[src/shared/cfg_status_consts.svh]
// Constants for the configuration status port of the link core
// Notes on behaviour
// - Link-down high when LinkUp false, else low
// - LinkUp true in Recovery, L0, L0s, L1, L2
// - Configuration via Detect-Polling means LinkUp false
// - Link-down held zero during reset
// - Link status codes: none, training, DL pending, done
// - Width four bits, valid only when status 11b
// - Speed codes 001b, 010b, 100b from speed bits
// - Max payload from device control bits 7:5
// - User never sends payload beyond max payload
// - Max read request from device control bits 14:12
// - User read requests never exceed max read size
// - Four command bits per function, eight bits total
// - User gates requests, completions per function enables
`ifndef CFG_STATUS_CONSTS_SVH
`define CFG_STATUS_CONSTS_SVH

// ==========================================================
// Port widths
`define LTSSM_W        4
`define LINK_STAT_W    2
`define WIDTH_W        4
`define SPEED_W        3
`define SIZE_CODE_W    3
`define FUNC_NUM       2
`define FUNC_BITS      4
`define FUNC_STAT_W    8
`define REG16_W        16
`define BYTES_W        13

// ==========================================================
// Link status codes
`define LS_NO_RCVR     2'h0
`define LS_TRAINING    2'h1
`define LS_DL_PENDING  2'h2
`define LS_DL_DONE     2'h3

// ==========================================================
// Link status register fields
`define SPEED_LSB      0
`define SPEED_FLD_W    2
`define NWIDTH_LSB     4
`define SPD_FLD_2G5    2'h1
`define SPD_FLD_5G     2'h2
`define SPD_FLD_8G     2'h3
`define SPD_2G5        3'h1
`define SPD_5G         3'h2
`define SPD_8G         3'h4
`define SPD_NONE       3'h0

// ==========================================================
// Device control register fields
`define MPS_LSB        5
`define MRRS_LSB       12

// ==========================================================
// Command register fields
`define CMD_IO_BIT     0
`define CMD_MEM_BIT    1
`define CMD_BME_BIT    2
`define CMD_INTX_BIT   10
`define FS_IO          0
`define FS_MEM         1
`define FS_BME         2
`define FS_INTX        3

// ==========================================================
// Size codes and byte counts
`define SIZE_CODE_MAX  3'h5
`define SIZE_BASE      13'h0080

// ==========================================================
// Reset values
`define RST_LINK_DOWN  1'b0

`endif

[src/shared/cfg_status_pkg.sv]
// Types shared by both ends of the configuration status port
`include "cfg_status_consts.svh"

package cfg_status_pkg;

	// ======================================================
	// Training state machine states
	typedef enum logic [`LTSSM_W-1:0] {
		LT_DETECT   = 4'h0,
		LT_POLLING  = 4'h1,
		LT_CONFIG   = 4'h2,
		LT_RECOVERY = 4'h3,
		LT_L0       = 4'h4,
		LT_L0S      = 4'h5,
		LT_L1       = 4'h6,
		LT_L2       = 4'h7,
		LT_DISABLED = 4'h8,
		LT_LOOPBACK = 4'h9,
		LT_HOTRESET = 4'hA
	} ltssm_e;

	// ======================================================
	// State of the status source
	typedef struct packed {
		ltssm_e                    prev;
		logic                      poll_from_det;
		logic                      cfg_linkup;
		logic                      link_down;
		logic [`LINK_STAT_W-1:0]   link_status;
		logic [`WIDTH_W-1:0]       width;
		logic [`SPEED_W-1:0]       speed;
		logic [`SIZE_CODE_W-1:0]   mps;
		logic [`SIZE_CODE_W-1:0]   mrrs;
		logic [`FUNC_STAT_W-1:0]   func;
	} src_state_s;

	// ======================================================
	// State of the status user
	typedef struct packed {
		logic                      link_ready;
		logic [`WIDTH_W-1:0]       width;
		logic [`BYTES_W-1:0]       mps_bytes;
		logic [`BYTES_W-1:0]       mrrs_bytes;
		logic                      tx_len_ok;
		logic                      rd_len_ok;
		logic [`FUNC_NUM-1:0]      req_allow;
		logic [`FUNC_NUM-1:0]      cpl_allow;
		logic [`FUNC_NUM-1:0]      intx_allow;
	} snk_state_s;

	// ======================================================
	// Size code to byte count; reserved codes give the floor
	function automatic logic [`BYTES_W-1:0] size_bytes(
		input logic [`SIZE_CODE_W-1:0] code
	);
		logic [`BYTES_W-1:0] b;
		b = `SIZE_BASE;
		if (code <= `SIZE_CODE_MAX) begin
			b = `SIZE_BASE << code;
		end
		return b;
	endfunction : size_bytes

endpackage : cfg_status_pkg

[src/shared/cfg_status_if.sv]
// Interface joining the status source and the status user
`timescale 1ns/100ps
`include "cfg_status_consts.svh"

interface cfg_status_if (
	input wire logic clk
);
	logic                      link_down;
	logic [`LINK_STAT_W-1:0]   link_status;
	logic [`WIDTH_W-1:0]       negotiated_width;
	logic [`SPEED_W-1:0]       current_speed;
	logic [`SIZE_CODE_W-1:0]   max_payload;
	logic [`SIZE_CODE_W-1:0]   max_read_req;
	logic [`FUNC_STAT_W-1:0]   function_status;

	// Core side drives, user side observes
	modport src (
		output link_down, link_status, negotiated_width,
		output current_speed, max_payload, max_read_req,
		output function_status
	);
	modport snk (
		input link_down, link_status, negotiated_width,
		input current_speed, max_payload, max_read_req,
		input function_status
	);
endinterface : cfg_status_if

[src/rtl/cfg_status_src.sv]
// Core end: derives the status outputs from link and config state
`timescale 1ns/100ps
`include "cfg_status_consts.svh"

module cfg_status_src
	import cfg_status_pkg::*;
(
	// Clock and reset
	input  wire logic                     clk,
	input  wire logic                     reset,
	// Physical and data link layer state
	input  wire ltssm_e                   ltssm,
	input  wire logic                     dl_active,
	// Configuration space registers
	input  wire logic [`REG16_W-1:0]      link_stat_reg,
	input  wire logic [`REG16_W-1:0]      dev_ctrl_reg,
	input  wire logic [`REG16_W-1:0]      cmd_reg_f0,
	input  wire logic [`REG16_W-1:0]      cmd_reg_f1,
	// Status port toward the user logic
	cfg_status_if.src                     st
);

	// ======================================================
	// State
	src_state_s                           s_q;
	src_state_s                           s_d;
	logic                                 entering;
	logic                                 linkup;
	logic [`SPEED_FLD_W-1:0]              spd_fld;
	logic [`REG16_W-1:0]                  cmd_regs [`FUNC_NUM];
	logic [`FUNC_STAT_W-1:0]              func_bits;
	// Decoded training history and speed
	logic                                 poll_entry;
	logic                                 cfg_entry;
	logic                                 via_det_poll;
	logic                                 in_detect;
	logic [`SPEED_W-1:0]                  speed_code;

	// ======================================================
	// Command registers gathered per function
	assign cmd_regs[0] = cmd_reg_f0;
	assign cmd_regs[1] = cmd_reg_f1;

	// Speed field of the link status register
	assign spd_fld = link_stat_reg[`SPEED_LSB +: `SPEED_FLD_W];

	// A state change seen this cycle
	assign entering = (ltssm != s_q.prev);

	// Entry strobes for the two states whose history matters
	assign poll_entry = entering && (ltssm == LT_POLLING);
	assign cfg_entry  = entering && (ltssm == LT_CONFIG);

	// Configuration reached through Detect then Polling keeps LinkUp low
	assign via_det_poll = (s_q.prev == LT_POLLING) && s_q.poll_from_det;

	// Detect means no receivers, whatever the LinkUp history
	assign in_detect = (ltssm == LT_DETECT);

	// ======================================================
	// Speed field to one-hot speed code; the unused field
	// value gives no speed at all
	function automatic logic [`SPEED_W-1:0] speed_of(
		input logic [`SPEED_FLD_W-1:0] fld
	);
		logic [`SPEED_W-1:0] code;
		code = `SPD_NONE;
		unique case (fld)
			`SPD_FLD_2G5: begin
				code = `SPD_2G5;
			end
			`SPD_FLD_5G: begin
				code = `SPD_5G;
			end
			`SPD_FLD_8G: begin
				code = `SPD_8G;
			end
			default: begin
				code = `SPD_NONE;
			end
		endcase
		return code;
	endfunction : speed_of

	// One-hot speed from the link status register
	assign speed_code = speed_of(spd_fld);

	// ======================================================
	// Four command bits per function
	genvar gf;
	generate
		for (gf = 0; gf < `FUNC_NUM; gf++) begin : g_func
			// Space decode enables for I/O and memory
			assign func_bits[gf*`FUNC_BITS + `FS_IO] =
				cmd_regs[gf][`CMD_IO_BIT];
			assign func_bits[gf*`FUNC_BITS + `FS_MEM] =
				cmd_regs[gf][`CMD_MEM_BIT];
			// Bus master enable
			assign func_bits[gf*`FUNC_BITS + `FS_BME] =
				cmd_regs[gf][`CMD_BME_BIT];
			// Interrupt disable sits high in the command register
			assign func_bits[gf*`FUNC_BITS + `FS_INTX] =
				cmd_regs[gf][`CMD_INTX_BIT];
		end
	endgenerate

	// ======================================================
	// Next state
	always_comb begin
		// Hold by default; the training state is tracked every cycle
		s_d = s_q;
		s_d.prev = ltssm;

		// Remember whether Polling was reached from Detect
		if (poll_entry) begin
			s_d.poll_from_det = (s_q.prev == LT_DETECT);
		end

		// Decide LinkUp on entry to Configuration; the decision
		// then holds for as long as the state lasts
		if (cfg_entry) begin
			s_d.cfg_linkup = !via_det_poll;
		end

		// LinkUp from the current training state
		unique case (ltssm)
			LT_RECOVERY,
			LT_L0,
			LT_L0S,
			LT_L1,
			LT_L2: begin
				linkup = 1'b1;
			end
			// Configuration follows the decision taken on entry
			LT_CONFIG: begin
				linkup = s_d.cfg_linkup;
			end
			// Detect, Polling, Disabled, Loopback, Hot Reset
			default: begin
				linkup = 1'b0;
			end
		endcase

		// Link down is the inverse of LinkUp
		s_d.link_down = !linkup;

		// Link status code
		if (in_detect) begin
			s_d.link_status = `LS_NO_RCVR;
		end else if (!linkup) begin
			s_d.link_status = `LS_TRAINING;
		end else if (!dl_active) begin
			s_d.link_status = `LS_DL_PENDING;
		end else begin
			s_d.link_status = `LS_DL_DONE;
		end

		// Negotiated width field
		s_d.width = link_stat_reg[`NWIDTH_LSB +: `WIDTH_W];

		// Current speed, one hot
		s_d.speed = speed_code;

		// Size limits from device control
		s_d.mps  = dev_ctrl_reg[`MPS_LSB +: `SIZE_CODE_W];
		s_d.mrrs = dev_ctrl_reg[`MRRS_LSB +: `SIZE_CODE_W];

		// Function command enables
		s_d.func = func_bits;

		// Reset clears everything, link down held low
		if (reset) begin
			s_d = '0;
			// Detect as history, so a first Polling counts as fresh
			s_d.prev = LT_DETECT;
			s_d.link_down = `RST_LINK_DOWN;
		end
	end

	// ======================================================
	// Register the state every clock
	always_ff @(posedge clk) begin
		s_q <= s_d;
	end

	// ======================================================
	// Drive the status port from flip-flops
	// Link down, low through reset
	assign st.link_down        = s_q.link_down;

	// Link status code
	assign st.link_status      = s_q.link_status;

	// Width field, trusted only once the data link is up
	assign st.negotiated_width = s_q.width;

	// One-hot current speed
	assign st.current_speed    = s_q.speed;

	// Payload size code, reserved codes passed through
	assign st.max_payload      = s_q.mps;

	// Read request size code, reserved codes passed through
	assign st.max_read_req     = s_q.mrrs;

	// Command enables, four bits per function
	assign st.function_status  = s_q.func;

endmodule : cfg_status_src

[src/flat_wrapper.sv]
// flat-port wrapper written by rule: the top's interface ports become plain ports
module cfg_status_src_flat import cfg_status_pkg::*;
  (clk, reset, ltssm, dl_active, link_stat_reg, dev_ctrl_reg, cmd_reg_f0, cmd_reg_f1, st_link_down, st_link_status, st_negotiated_width, st_current_speed, st_max_payload, st_max_read_req, st_function_status);
  cfg_status_if st_i (.clk(clk));
  input  wire logic clk;
  input  wire logic reset;
  input  wire ltssm_e ltssm;
  input  wire logic dl_active;
  input  wire logic [`REG16_W-1:0] link_stat_reg;
  input  wire logic [`REG16_W-1:0] dev_ctrl_reg;
  input  wire logic [`REG16_W-1:0] cmd_reg_f0;
  input  wire logic [`REG16_W-1:0] cmd_reg_f1;
  output wire logic [$bits(st_i.link_down)-1:0] st_link_down;
  output wire logic [$bits(st_i.link_status)-1:0] st_link_status;
  output wire logic [$bits(st_i.negotiated_width)-1:0] st_negotiated_width;
  output wire logic [$bits(st_i.current_speed)-1:0] st_current_speed;
  output wire logic [$bits(st_i.max_payload)-1:0] st_max_payload;
  output wire logic [$bits(st_i.max_read_req)-1:0] st_max_read_req;
  output wire logic [$bits(st_i.function_status)-1:0] st_function_status;
  assign st_link_down = st_i.link_down;
  assign st_link_status = st_i.link_status;
  assign st_negotiated_width = st_i.negotiated_width;
  assign st_current_speed = st_i.current_speed;
  assign st_max_payload = st_i.max_payload;
  assign st_max_read_req = st_i.max_read_req;
  assign st_function_status = st_i.function_status;
  cfg_status_src u_core (.clk(clk), .reset(reset), .ltssm(ltssm), .dl_active(dl_active), .link_stat_reg(link_stat_reg), .dev_ctrl_reg(dev_ctrl_reg), .cmd_reg_f0(cmd_reg_f0), .cmd_reg_f1(cmd_reg_f1), .st(st_i));
endmodule
[config.mk]
export PLATFORM = sky130hd
export DESIGN_NAME = cfg_status_src_flat
export DESIGN_NICKNAME = d
export VERILOG_FILES = /design/src/shared/cfg_status_pkg.sv /design/src/shared/cfg_status_if.sv /design/src/rtl/cfg_status_src.sv /design/src/flat_wrapper.sv
export VERILOG_INCLUDE_DIRS = /design/src /design/src/shared
export SDC_FILE = /design/constraint.sdc
export NUM_CORES = 1
export LEC_CHECK = 0
export BUFFER_PORTS_ARGS = -buffer_cell sky130_fd_sc_hd__buf_2
export CORE_MARGIN = 2
export CORE_UTILIZATION = 34
export CTS_BUF_LIST = sky130_fd_sc_hd__clkbuf_8
export CTS_CLUSTER_SIZE = 12
export DETAILED_ROUTE_END_ITERATION = 16
export MAX_ROUTING_LAYER = met4
export PLACE_DENSITY = 0.75
export SLEW_MARGIN = 20
export SYNTH_ARGS = -nofsm -noshare
export SYNTH_HDL_FRONTEND = slang
export SYNTH_SLANG_ARGS = --single-unit
export TNS_END_PERCENT = 20
[constraint.sdc]
create_clock -name clk -period 1.65 [get_ports clk]
set_clock_uncertainty 0.15 [all_clocks]
set_input_delay 0.0825 -clock clk [delete_from_list [all_inputs] [get_ports clk]]
set_output_delay 0.0825 -clock clk [all_outputs]
set_load 0.005 [all_outputs]
==> results.json <==
{
  "seqPwrFrac_pct": 49.1,
  "row_count": 21,
  "hp-class": "primary input to flop",
  "power_leakage_nw": 0.792,
  "synth_edf_count": 0,
  "power.share.clock_pct": 37.9,
  "synth-async-reset-ratio_pct": 0,
  "power_frac_comb_pct": 13.0,
  "hold_viol": 0,
  "ir_worst_vdd_mv": 0.602,
  "max_stage_delay_ns": 0.37,
  "clkSinkCount": 30,
  "gp_congestion": 0.682,
  "end_kind": "flop",
  "drcViolationCount": 0,
  "syn_nets": 180,
  "maxCapViolCount": 0,
  "detailedRoute.firstIterationViolations": 25,
  "ant_nets": 0,
  "avgViaCountPerCell": 4.15,
  "num_io_pins": 95,
  "drive_gt1_share_pct": 45.0,
  "dr.pass1.iters": 4,
  "cts_buffer_depth": 2,
  "r2r_cells": 4,
  "max_freq_mhz": 592,
  "syn_inst": 109,
  "worst_path_max_delay_cell": "nor4_4",
  "utilization_pct": 51.4,
  "synth_warnings": 0,
  "ys_seq_area_share_pct": 51.3,
  "syn_to_final_growth_pct": 45.6,
  "min_period_over_period_pct": 102,
  "portBuffers": 50,
  "finalWorstSetupSlack_ns": -0.0391,
  "hold_depth": 3,
  "worst-path-buf-inv": 0,
  "die_area_mm2": 0.00393,
  "ys_ff_latch": 30,
  "grt_max_degree": 31,
  "finalSetupViolations": 2,
  "hold_slack_ns": 0.0316,
  "wire_per_inst_um": 10.9,
  "ys.flop_type": "dfxtp_1",
  "design.core.area_mm2": 0.00331,
  "required_ns": 1.69,
  "htree_levels": 2,
  "antenna_found_initial": 0,
  "nets": 241,
  "clkSlewWorstSetupHoldPaths_ns": 0.06,
  "switchingPower_mw": 0.360,
  "slew_headroom_pct": 65.0,
  "die_h_um": 62.7,
  "track_usage_pct": 13.6,
  "worst-path-max-fanout": 3,
  "status": "finished, violations left",
  "grt_setup_unrepaired": "true",
  "worstMarginPinSlew_ns": 0.525,
  "post-dp-hpwl_um": 1480,
  "cts_tree": "done",
  "synth_area_mm2": 0.00117,
  "power_density_mw_per_mm2": 930,
  "crit_type": "flop to flop",
  "cp-start-kind": "flop",
  "grt_pass1_wl_um": 3880,
  "fin_crit_ns": 1.69,
  "synth_cell_types": 27,
  "via_count": 900,
  "crit_family": "simple AND/OR/NAND/NOR gates",
  "violations": "setup timing",
  "n_antenna_cell": 0,
  "cts_inserted_buffers": 5,
  "die_w_um": 62.7,
  "internal_power_mw": 1.22,
  "synth.avg_cell_area_um2": 10.7,
  "cp.arrival_ns": 1.73,
  "first_global_vias": 866,
  "critical_path.cell_chain": "xor2_2, nor4_4, mux2_4, a221oi_2",
  "final-max-slew-violation-count": 0,
  "cp.depth": 4,
  "insertion_delay_ns": 0.28,
  "start_util_pct": 35.3,
  "cts-root-buf": "clkbuf_8",
  "grt-ovfl-total": 0,
  "n_fill_cell": 304,
  "switching_share_pct": 22.7,
  "postCtsSetupBuffers": 0,
  "drt-total-wl_um": 2370
}
-- sequential cells by signal (all words and copies together), names as in the netlist --
register,flops
u_core.s_q,6
u_core.st.current_speed,3
u_core.st.function_status,8
u_core.st.link_down,1
u_core.st.link_status,2
u_core.st.max_payload,3
u_core.st.max_read_req,3
u_core.st.negotiated_width,4
-- per-layer routing --
layer | global-route usage, % | routed length (µm) | share of wire (%)
met1 | 12.9 | 933 | 39
met2 | 24.2 | 1250 | 53
met3 | 3.96 | 134 | 5.6
met4 | 8.33 | 53 | 2.2
met5 | - | 0 | 0
-- power groups by stage --
stage                     sequential, mW  clock, mW  combinational (mW)
after floorplan                    0.789          0               0.113
after global placement             0.788          0               0.151
after detailed placement           0.790          0               0.153
after CTS                          0.776      0.618               0.205
after global routing               0.780      0.658               0.226
final                              0.777      0.600               0.206
-- worst reg2reg max path: stages (launching register included) --
cell      delay, ns
dfxtp_2        0.33
xor2_2         0.15
nor4_4         0.37
mux2_4         0.36
a221oi_2       0.23
-- final timing paths --
kind                  start                        to  slack, ns
max          u_core.s_q[27]  u_core.st.link_status[0]      -0.04
min reg2reg  u_core.s_q[25]            u_core.s_q[25]       0.34
max reg2reg  u_core.s_q[27]  u_core.st.link_status[0]      -0.04
min                ltssm[3]       u_core.st.link_down       0.03
-- through the flow --
step | cell area, µm² | setup slack [ns] | power, mW | cells | setup TNS [ns]
after floorplan | 1170 | 0.000820 | 0.902 | 109 | 0
after global placement | 1320 | -0.0341 | 0.939 | 184 | -0.0593
after detailed placement | 1320 | -0.0899 | 0.943 | 184 | -0.215
after CTS | 1700 | -0.0358 | 1.60 | 217 | -0.0692
after global routing | 1700 | -0.167 | 1.66 | 217 | -0.350
final | 1700 | -0.0391 | 1.58 | 217 | -0.0610
-- kinds of logic after synthesis --
kind of cell              share of synthesized area, %
xor gates and xnor gates                          2.99
DFF                                               51.3
and+or+nand+nor                                   21.4
buffers and inverters                             18.0
AOI/OAI and AO/OA                                 5.35
muxes                                            0.962
-- repair_timing --
item / in CTS / in global routing
hold buffers: 25 / 0
endpoints found under the setup margin: 3 / 4
pin swaps: 5 / 2
hold endpoints to repair: 25 / 0
gates resized for setup: 9 / 0
-- area by class of cell --
class / count / area (µm²) / share of cell area [%]
Sequential cell: 30 / 606 / 35.6
Timing Repair Buffer: 80 / 538 / 31.6
Multi-Input combinational cell: 51 / 399 / 23.4
Clock buffer: 6 / 82.6 / 4.85
Tap cell: 46 / 57.6 / 3.38
Clock inverter: 2 / 12.5 / 0.735
Inverter: 2 / 7.51 / 0.441
-- cell usage in the layout (no fill, tap or decap), types with 2 or more instances in the layout --
cell / n
a21oi_1: 2
buf_2: 50
buf_4: 5
clkbuf_8: 6
dfxtp_1: 26
dfxtp_2: 4
dlygate4sd3_1: 25
nor2_1: 4
nor2b_1: 20
nor3_1: 2
nor3b_1: 2
o21ai_0: 2
or4b_1: 3
xor2_2: 4
-- synth_stat cells, types with 2 or more instances --
library cell | count | area, µm²
dfxtp_1 | 30 | 601
nor2b_1 | 20 | 125
nor3b_1 | 2 | 15.0
xor2_1 | 4 | 35.0
buf_4 | 23 | 173
nor3_1 | 2 | 10.0
nor2_1 | 4 | 15.0
or4b_1 | 3 | 30.0
a21oi_1 | 2 | 10.0
o21ai_0 | 2 | 10.0
No activity file was read; power rests on OpenSTA's default activity.
